File: src/inc/sadc_cfg.svh
// register map, field positions, widths and reset values of the converter control
`ifndef SADC_CFG_SVH
`define SADC_CFG_SVH

`define SADC_RES_W 12
`define SADC_DIV_W 7

`define SADC_OFS_RES_LOW 8'h00
`define SADC_OFS_RES_HIGH 8'h04
`define SADC_OFS_MAIN_CTL 8'h08
`define SADC_OFS_SRC_CLK 8'h0C
`define SADC_OFS_REF_AMP 8'h10
`define SADC_OFS_BANDGAP 8'h14
`define SADC_OFS_IRQ_STAT 8'h18
`define SADC_OFS_IRQ_CLR 8'h1C
`define SADC_OFS_IRQ_EN 8'h20

`define SADC_CTL_START 7
`define SADC_CTL_BUSY 6
`define SADC_CTL_EN 5
`define SADC_CTL_ALIGN 4

`define SADC_SRC_LSB 4
`define SADC_REF_AMP_MASK 8'h9F
`define SADC_BANDGAP_BIT 0

`define SADC_IRQ_W 2
`define SADC_IRQ_DONE 0
`define SADC_IRQ_DROP 1

`define SADC_MAIN_CTL_RST 8'h00
`define SADC_SRC_CLK_RST 8'h00
`define SADC_REF_AMP_RST 8'h00
`define SADC_BANDGAP_RST 1'h0
`define SADC_RESULT_RST 12'h000
`define SADC_IRQ_RST 2'h0

`endif

File: src/inc/sadc_pkg.sv
// types shared by the converter control modules
package sadc_pkg;

  typedef enum logic [1:0] {
    SADC_IDLE = 2'h0,
    SADC_ARM = 2'h1,
    SADC_CONV = 2'h3,
    SADC_LOAD = 2'h2
  } sadc_seq_state_t;

  typedef struct packed {
    sadc_seq_state_t state;
    logic [6:0] div;
    logic [11:0] result;
    logic core_start;
    logic clk_en;
  } sadc_seq_st_t;

  typedef struct packed {
    logic start;
    logic en;
    logic align;
    logic [3:0] chsel;
    logic [3:0] src_sel;
    logic [2:0] clk_sel;
    logic [7:0] ref_amp;
    logic bg_en;
    logic [11:0] result;
    logic [1:0] irq_stat;
    logic [1:0] irq_en;
    logic [31:0] prdata;
    logic [15:0] ext_chan;
    logic [15:0] pin_off;
    logic start_req;
  } sadc_regs_st_t;

endpackage : sadc_pkg

File: src/inc/sadc_seq_if.sv
// link between the register file and the conversion sequencer
`timescale 1ns/100ps
interface sadc_seq_if;
  logic start_req;
  logic enable;
  logic [2:0] clk_sel;
  logic busy;
  logic load;
  logic [11:0] result;

  modport ctrl (
    output start_req,
    output enable,
    output clk_sel,
    input busy,
    input load,
    input result
  );

  modport seq (
    input start_req,
    input enable,
    input clk_sel,
    output busy,
    output load,
    output result
  );
endinterface : sadc_seq_if

File: src/hw/sadc_seq.sv
// conversion clock divider and busy sequencer
`timescale 1ns/100ps
`include "sadc_cfg.svh"
module sadc_seq (
  // clock and reset
  input wire logic i_ref_clk,
  input wire logic i_rst_b,
  // register file side
  sadc_seq_if.seq ctl,
  // analog core
  input wire logic i_core_done,
  input wire logic [`SADC_RES_W-1:0] i_core_result,
  output logic o_core_clk_en,
  output logic o_core_start
);

  sadc_pkg::sadc_seq_st_t q;
  sadc_pkg::sadc_seq_st_t d;
  logic [7:0] mask8;
  logic tick;

  always_comb
  begin
    d = q;
    d.core_start = 1'b0;
    d.clk_en = 1'b0;
    mask8 = 8'(8'h01 << ctl.clk_sel) - 8'h01;
    tick = (q.div & mask8[6:0]) == mask8[6:0];
    if (!ctl.enable)
    begin
      // disabling aborts: no load, result kept
      d.div = '0;
      d.state = sadc_pkg::SADC_IDLE;
    end
    else
    begin
      d.div = q.div + 7'h01;
      d.clk_en = tick;
      unique case (q.state)
        sadc_pkg::SADC_IDLE:
        begin
          if (ctl.start_req)
          begin
            d.state = sadc_pkg::SADC_ARM;
          end
        end
        sadc_pkg::SADC_ARM:
        begin
          // start aligned to a conversion clock enable
          if (tick)
          begin
            d.core_start = 1'b1;
            d.state = sadc_pkg::SADC_CONV;
          end
        end
        sadc_pkg::SADC_CONV:
        begin
          if (i_core_done)
          begin
            d.result = i_core_result;
            d.state = sadc_pkg::SADC_LOAD;
          end
        end
        sadc_pkg::SADC_LOAD:
        begin
          d.state = sadc_pkg::SADC_IDLE;
        end
      endcase
    end
  end

  always_ff @(posedge i_ref_clk or negedge i_rst_b)
  begin
    if (!i_rst_b)
    begin
      q <= '0;
    end
    else
    begin
      q <= d;
    end
  end

  assign ctl.busy = q.state != sadc_pkg::SADC_IDLE;
  assign ctl.load = q.state == sadc_pkg::SADC_LOAD;
  assign ctl.result = q.result;
  assign o_core_clk_en = q.clk_en;
  assign o_core_start = q.core_start;

endmodule : sadc_seq

File: src/hw/sadc_regs.sv
// converter control: APB register file, result formatting, input routing, interrupt
//
// Overview of operation
// - every result is twelve bits wide
// - alignment bit picks the result byte layout
// - unused result bits read as zero
// - result kept unchanged while converter disabled
// - start bit high then low starts conversion
// - busy set at start, cleared at completion
// - enable bit powers the converter
// - channel codes map to inputs 0-2,9-11,13-15
// - internal source disconnects external channel
// - analog pins lose shared functions and pull-high
// - main control register resets to zero
// - clock select divides by 1 to 128
// - source code decodes external, ground, internal
//
// Our own choices: the register addresses and register access over APB.
`timescale 1ns/100ps
`include "sadc_cfg.svh"
module sadc_regs (
  // clock and reset
  input wire logic i_ref_clk,
  input wire logic i_rst_b,
  // APB slave
  input wire logic i_psel,
  input wire logic i_penable,
  input wire logic i_pwrite,
  input wire logic [7:0] i_paddr,
  input wire logic [31:0] i_pwdata,
  input wire logic [3:0] i_pstrb,
  output logic [31:0] o_prdata,
  output logic o_pready,
  output logic o_pslverr,
  // interrupt
  output logic o_irq,
  // analog core
  output logic o_core_power_en,
  output logic o_core_clk_en,
  output logic o_core_start,
  input wire logic i_core_done,
  input wire logic [`SADC_RES_W-1:0] i_core_result,
  // input routing
  output logic [3:0] o_src_sel,
  output logic o_src_internal,
  output logic o_src_ground,
  output logic [15:0] o_ext_chan_sel,
  output logic [7:0] o_ref_amp_ctrl,
  output logic o_bandgap_en,
  // shared pins
  input wire logic [15:0] i_pin_analog_sel,
  output logic [15:0] o_pin_shared_off,
  output logic [15:0] o_pin_pullup_off
);

  sadc_pkg::sadc_regs_st_t q;
  sadc_pkg::sadc_regs_st_t d;
  sadc_seq_if seq_bus ();

  logic setup;
  logic wr_acc;
  logic mapped;
  logic [7:0] wbyte;
  logic src_external;
  logic [15:0] chan_hit;
  logic [1:0] irq_set;
  logic start_fall;
  logic [15:0] res_fmt;

  // channel codes that name a real input
  function automatic logic chan_valid(input logic [3:0] code);
    logic ok;
    ok = 1'b0;
    if (code <= 4'h2)
    begin
      ok = 1'b1;
    end
    else if (code >= 4'h9 && code != 4'hC)
    begin
      ok = 1'b1;
    end
    return ok;
  endfunction : chan_valid

  // result pair layout; unused bits forced low
  function automatic logic [15:0] fmt_result(
    input logic [11:0] res,
    input logic align
  );
    logic [15:0] v;
    v = 16'h0000;
    if (align)
    begin
      v = {4'h0, res};
    end
    else
    begin
      v = {res, 4'h0};
    end
    return v;
  endfunction : fmt_result

  always_comb
  begin
    mapped = 1'b0;
    unique case (i_paddr)
      `SADC_OFS_RES_LOW,
      `SADC_OFS_RES_HIGH,
      `SADC_OFS_MAIN_CTL,
      `SADC_OFS_SRC_CLK,
      `SADC_OFS_REF_AMP,
      `SADC_OFS_BANDGAP,
      `SADC_OFS_IRQ_STAT,
      `SADC_OFS_IRQ_CLR,
      `SADC_OFS_IRQ_EN:
      begin
        mapped = 1'b1;
      end
      default:
      begin
        mapped = 1'b0;
      end
    endcase
  end

  assign setup = i_psel && !i_penable;
  // only the low lane carries register data
  assign wr_acc = i_psel && i_penable && i_pwrite && mapped && i_pstrb[0];
  assign wbyte = i_pwdata[7:0];
  assign res_fmt = fmt_result(q.result, q.align);

  // source codes 0000, 0100 and 11xx use the external channel
  assign src_external = (q.src_sel == 4'h0) || (q.src_sel == 4'h4) ||
    (q.src_sel[3:2] == 2'h3);

  genvar g;
  generate
    for (g = 0; g < 16; g++)
    begin : g_chan
      // reserved codes and internal sources select no pin
      assign chan_hit[g] = src_external && chan_valid(q.chsel) &&
        (q.chsel == 4'(g));
    end
  endgenerate

  always_comb
  begin
    d = q;
    d.start_req = 1'b0;
    irq_set = '0;
    start_fall = 1'b0;

    if (seq_bus.load)
    begin
      d.result = seq_bus.result;
      irq_set[`SADC_IRQ_DONE] = 1'b1;
    end

    if (wr_acc)
    begin
      unique case (i_paddr)
        `SADC_OFS_MAIN_CTL:
        begin
          // busy is read-only and not stored
          start_fall = q.start && !wbyte[`SADC_CTL_START];
          d.start = wbyte[`SADC_CTL_START];
          d.en = wbyte[`SADC_CTL_EN];
          d.align = wbyte[`SADC_CTL_ALIGN];
          d.chsel = wbyte[3:0];
        end
        `SADC_OFS_SRC_CLK:
        begin
          d.src_sel = wbyte[7:`SADC_SRC_LSB];
          d.clk_sel = wbyte[2:0];
        end
        `SADC_OFS_REF_AMP:
        begin
          d.ref_amp = wbyte & `SADC_REF_AMP_MASK;
        end
        `SADC_OFS_BANDGAP:
        begin
          d.bg_en = wbyte[`SADC_BANDGAP_BIT];
        end
        `SADC_OFS_IRQ_CLR:
        begin
          d.irq_stat = q.irq_stat & ~wbyte[1:0];
        end
        `SADC_OFS_IRQ_EN:
        begin
          d.irq_en = wbyte[1:0];
        end
        default:
        begin
          d.irq_en = q.irq_en;
        end
      endcase
    end

    // a start is only honoured when enabled and idle
    if (start_fall)
    begin
      if (q.en && d.en && !seq_bus.busy && !q.start_req)
      begin
        d.start_req = 1'b1;
      end
      else
      begin
        irq_set[`SADC_IRQ_DROP] = 1'b1;
      end
    end

    // set wins over a clear in the same cycle
    d.irq_stat = d.irq_stat | irq_set;

    d.ext_chan = chan_hit;
    d.pin_off = i_pin_analog_sel;

    // read data captured in the setup phase, zero wait states
    if (setup && !i_pwrite)
    begin
      unique case (i_paddr)
        `SADC_OFS_RES_LOW:
        begin
          d.prdata = {24'h000000, res_fmt[7:0]};
        end
        `SADC_OFS_RES_HIGH:
        begin
          d.prdata = {24'h000000, res_fmt[15:8]};
        end
        `SADC_OFS_MAIN_CTL:
        begin
          d.prdata = {24'h000000, q.start, seq_bus.busy, q.en, q.align, q.chsel};
        end
        `SADC_OFS_SRC_CLK:
        begin
          d.prdata = {24'h000000, q.src_sel, 1'b0, q.clk_sel};
        end
        `SADC_OFS_REF_AMP:
        begin
          d.prdata = {24'h000000, q.ref_amp};
        end
        `SADC_OFS_BANDGAP:
        begin
          d.prdata = {31'h00000000, q.bg_en};
        end
        `SADC_OFS_IRQ_STAT:
        begin
          d.prdata = {30'h00000000, q.irq_stat};
        end
        `SADC_OFS_IRQ_EN:
        begin
          d.prdata = {30'h00000000, q.irq_en};
        end
        default:
        begin
          d.prdata = 32'h00000000;
        end
      endcase
    end
  end

  always_ff @(posedge i_ref_clk or negedge i_rst_b)
  begin
    if (!i_rst_b)
    begin
      q <= '0;
      q.start <= 1'(`SADC_MAIN_CTL_RST >> `SADC_CTL_START);
      q.en <= 1'b0;
      q.align <= 1'b0;
      q.chsel <= 4'h0;
      q.src_sel <= 4'h0;
      q.clk_sel <= 3'h0;
      q.ref_amp <= `SADC_REF_AMP_RST;
      q.bg_en <= `SADC_BANDGAP_RST;
      q.result <= `SADC_RESULT_RST;
      q.irq_stat <= `SADC_IRQ_RST;
      q.irq_en <= `SADC_IRQ_RST;
    end
    else
    begin
      q <= d;
    end
  end

  assign seq_bus.start_req = q.start_req;
  assign seq_bus.enable = q.en;
  assign seq_bus.clk_sel = q.clk_sel;

  sadc_seq u_seq (
    .i_ref_clk(i_ref_clk),
    .i_rst_b(i_rst_b),
    .ctl(seq_bus),
    .i_core_done(i_core_done),
    .i_core_result(i_core_result),
    .o_core_clk_en(o_core_clk_en),
    .o_core_start(o_core_start)
  );

  assign o_prdata = q.prdata;
  assign o_pready = 1'b1;
  assign o_pslverr = i_psel && i_penable && !mapped;
  assign o_irq = |(q.irq_stat & q.irq_en);
  assign o_core_power_en = q.en;
  assign o_src_sel = q.src_sel;
  assign o_src_internal = !src_external;
  assign o_src_ground = q.src_sel[3:2] == 2'h2;
  assign o_ext_chan_sel = q.ext_chan;
  assign o_ref_amp_ctrl = q.ref_amp;
  assign o_bandgap_en = q.bg_en;
  assign o_pin_shared_off = q.pin_off;
  assign o_pin_pullup_off = q.pin_off;

endmodule : sadc_regs

File: config.mk
export PLATFORM = sky130hd
export DESIGN_NAME = sadc_regs
export DESIGN_NICKNAME = d
export VERILOG_FILES = /design/src/inc/sadc_pkg.sv /design/src/inc/sadc_seq_if.sv /design/src/hw/sadc_seq.sv /design/src/hw/sadc_regs.sv
export VERILOG_INCLUDE_DIRS = /design/src /design/src/inc
export SDC_FILE = /design/constraint.sdc
export NUM_CORES = 1
export LEC_CHECK = 0
export BUFFER_PORTS_ARGS = -buffer_cell sky130_fd_sc_hd__buf_2
export CORE_MARGIN = 2
export CORE_UTILIZATION = 54
export CTS_CLUSTER_SIZE = 20
export DETAILED_ROUTE_END_ITERATION = 6
export PLACE_DENSITY = 0.88
export SLEW_MARGIN = 10
export SYNTH_ARGS = -nofsm -noshare
export SYNTH_HDL_FRONTEND = slang
export SYNTH_SLANG_ARGS = --single-unit
File: constraint.sdc
create_clock -name i_ref_clk -period 5.85 [get_ports i_ref_clk]
set_input_delay 1.17 -clock i_ref_clk [delete_from_list [all_inputs] [get_ports i_ref_clk]]
set_output_delay 1.17 -clock i_ref_clk [all_outputs]
set_load 0.02 [all_outputs]
==> impl_metrics.env <==
export IMPL_design_core_area_um2=8760
export IMPL_gr_usage_all_layers=0.213
export IMPL_final_antenna_net_count=0
export IMPL_synth_cell_types=61
export IMPL_antenna_cells=0
export IMPL_sw_frac_of_total=0.249
export IMPL_seq_area_um2=2530
export IMPL_finalSetupTns_ns=0
export IMPL_pwr_share_seq=0.558
export IMPL_drtIter0Drc=148
export IMPL_skew_ns=0.00617
export IMPL_hold_buffers=0
export IMPL_leakagePower_nw=2.69
export IMPL_cts_sinks=101
export IMPL_rsz0062_at_grt="no"
export IMPL_switchingPower_w=0.000318
export IMPL_worstPathArrival_ns=2.82
export IMPL_multiInputGateArea_um2=1720
export IMPL_cts_max_level=3
export IMPL_ir_drop_v=0.000161
export IMPL_dieArea_um2=9880
export IMPL_portBuffers=124
export IMPL_cts_tree="yes"
export IMPL_grt_first_pass_wirelength_um=16400
export IMPL_required_ns=4.68
export IMPL_min_period_ns=3.99
export IMPL_drv_cap=0
export IMPL_post_cts_buffers=0
export IMPL_crit_start="i_paddr[2]"
export IMPL_clock_path_buffers=2
export IMPL_initial_utilization=0.561
export IMPL_grt_start_max_net_pins=77
export IMPL_synth_edff_count=0
export IMPL_io_pins=179
export IMPL_cts_root_buf="clkbuf_8"
export IMPL_post_dp_hpwl_um=7580
export IMPL_async_reset_ff_frac=1.00
export IMPL_run_status="finished, final reports clean"
export IMPL_synth_area_um2=4910
export IMPL_slew_viol_final=0
export IMPL_worstSetupPathType="primary input to output pin"
export IMPL_syn_inst=430
export IMPL_grt_pass1_vias=3274
export IMPL_viasPerCell=5.32
export IMPL_synth_avg_cell_area_um2=11.4
export IMPL_synth_ff_type="dfrtp_1"
export IMPL_hold_viol_final=0
export IMPL_drc_errors=0
export IMPL_num_nets_final=571
export IMPL_wl_um=9980
export IMPL_hold_path_startpoint="o_prdata[2]$_DFFE_PN0P_"
export IMPL_max_freq_mhz=251
export IMPL_combPwrFrac=0.086
export IMPL_clkPwrFrac=0.356
export IMPL_antenna_found_initial=0
export IMPL_numCtsBuffers=9
export IMPL_place_congestion=0.897
export IMPL_dr_pass1_iters=5
export IMPL_cp_end_kind="output pin"
export IMPL_clk_pin_slew_ns=0.09
export IMPL_fillers=713
export IMPL_place_ws_ns=1.89
export IMPL_hold_class="register to register"
export IMPL_avgRoutedWirePerCell_um=16.5
export IMPL_die_w_um=99.4
export IMPL_area_growth_pct=6.88
export IMPL_rows=34
export IMPL_layout_worst_path_cycle_share=0.682
export IMPL_dr_total_vias=3221
export IMPL_clk_insertion_delay_late_ns=0.37
export IMPL_worstMarginPinSlew_ns=1.13
export IMPL_die_h_um=99.4
export IMPL_ys_ff_latch=101
export IMPL_cp_max_fo=17
export IMPL_r2r_start="u_seq.q[22]$_DFFE_PN0P_"
export IMPL_startpoint_type="primary input"
export IMPL_slew_headroom=0.246
export IMPL_grt_overflow_total=0
export IMPL_p_int_w=0.000959
export IMPL_setup_viol=0
export IMPL_drive_above_1_share=0.392
export IMPL_setup_ws_ns=1.86
export IMPL_yosysWarnings=0
export IMPL_whs_ns=0.501
export IMPL_cts_resized=0
export IMPL_ys_seq_area_frac=0.515
export IMPL_cellPowerDensity_nw_per_um2=243
==> power by group through the flow <==
stage	clock network, W	logic, W	registers, W
global placement	0	0.000108	0.000726
global route	0.000493	0.000120	0.000714
finish	0.000455	0.000109	0.000712
CTS	0.000464	0.000110	0.000713
detailed placement	0	0.000110	0.000727
floorplan	0	0.0000911	0.000726
==> stage by stage <==
stage	std cells	power, W	area (µm²)	utilization
after floorplan	462	0.000817	5030	-
after global placement	589	0.000834	5040	0.575
after detailed placement	589	0.000836	5040	0.575
after CTS	605	0.00129	5250	0.599
after global routing	605	0.00133	5250	0.599
final	605	0.00128	5250	0.599
==> flip-flops by register name (all words and copies together) (netlist names), 3 cells and up <==
register	count
o_ext_chan_sel	16
o_pin_pullup_off	16
o_prdata	8
o_ref_amp_ctrl	6
o_src_sel	4
q	22
seq_bus.clk_sel	3
u_seq.ctl.result	12
u_seq.q	9
==> per-layer routing <==
layer | GRT usage | wire length [µm] | vias up
met1 | 0.284 | 4290 | 1574
met4 | 0.0832 | 229 | 0
met2 | 0.346 | 4780 | 135
met5 | 0 | 0 | -
li1 | - | - | 1490
met3 | 0.0422 | 678 | 22
==> final timing paths <==
path                                                to  slack (ns)  cells past startpoint
max                                          o_pslverr        1.86                      6
min                            o_prdata[2]$_DFFE_PN0P_        0.50                      1
max reg2reg                          q[74]$_DFFE_PN0P_        3.92                      3
min reg2reg                    o_prdata[2]$_DFFE_PN0P_        0.50                      1
max in group asynchronous           q[100]$_DFFE_PN0P_        3.94                      2
min in group asynchronous  o_ext_chan_sel[8]$_DFF_PN0_        0.68                      1
==> layout by cell type, fill, tap and decap left out, types with 4 or more instances in the layout <==
cell and count:
clkbuf_8 11, nand2_1 20, a32oi_1 4, mux2_2 44
nor3_1 8, buf_2 123, nand3_1 9, dfrtp_1 101
conb_1 34, nand3b_1 4, nor2_1 25, o21ai_0 13
a21oi_1 10, mux2i_1 7, a22o_1 5, inv_1 7
==> critical path, stage by stage <==
cell and delay, ns:
buf_2 0.21, or4_4 0.62, nor4_4 0.27, o21ai_0 0.18, and3_1 0.22, buf_2 0.15
==> cell usage after synthesis, drive strengths merged (4+ instances only) <==
cell    number  share of area
nor3         9          0.010
nand2       21          0.017
nor2        26          0.021
nand3        9         0.0092
a22o         5         0.0089
nor3b        4         0.0071
mux2        47           0.11
nand3b       4         0.0061
a21oi       10          0.010
a32oi        4         0.0071
mux2i        7          0.014
nor4         4         0.0094
buf         98           0.15
inv          7         0.0053
dfrtp      101           0.51
o21ai       14          0.014
clkbuf       8         0.0061
==> logic make-up (layout without fill, tap and decap cells) <==
group / count (synthesis) / in the layout / synth area share
and+or+nand+nor: 100 / 100 / 0.115
buffers and inverters: 113 / 148 / 0.160
DFF: 101 / 101 / 0.515
AOI/OAI and AO/OA: 55 / 55 / 0.0774
adders and majority gates: 1 / 1 / 0.00255
xor gates and xnor gates: 4 / 4 / 0.00713
muxes: 54 / 54 / 0.122
other: 2 / 34 / 0.00153
==> layout make-up <==
class / count / area share
clock buffer: 11 / 0.0288
timing repair buffer: 125 / 0.120
clock inverter: 5 / 0.0112
inverter: 7 / 0.00500
multi-input combinational: 248 / 0.328
tap: 108 / 0.0257
sequential: 101 / 0.481
No activity file was read; power rests on OpenSTA's default activity.
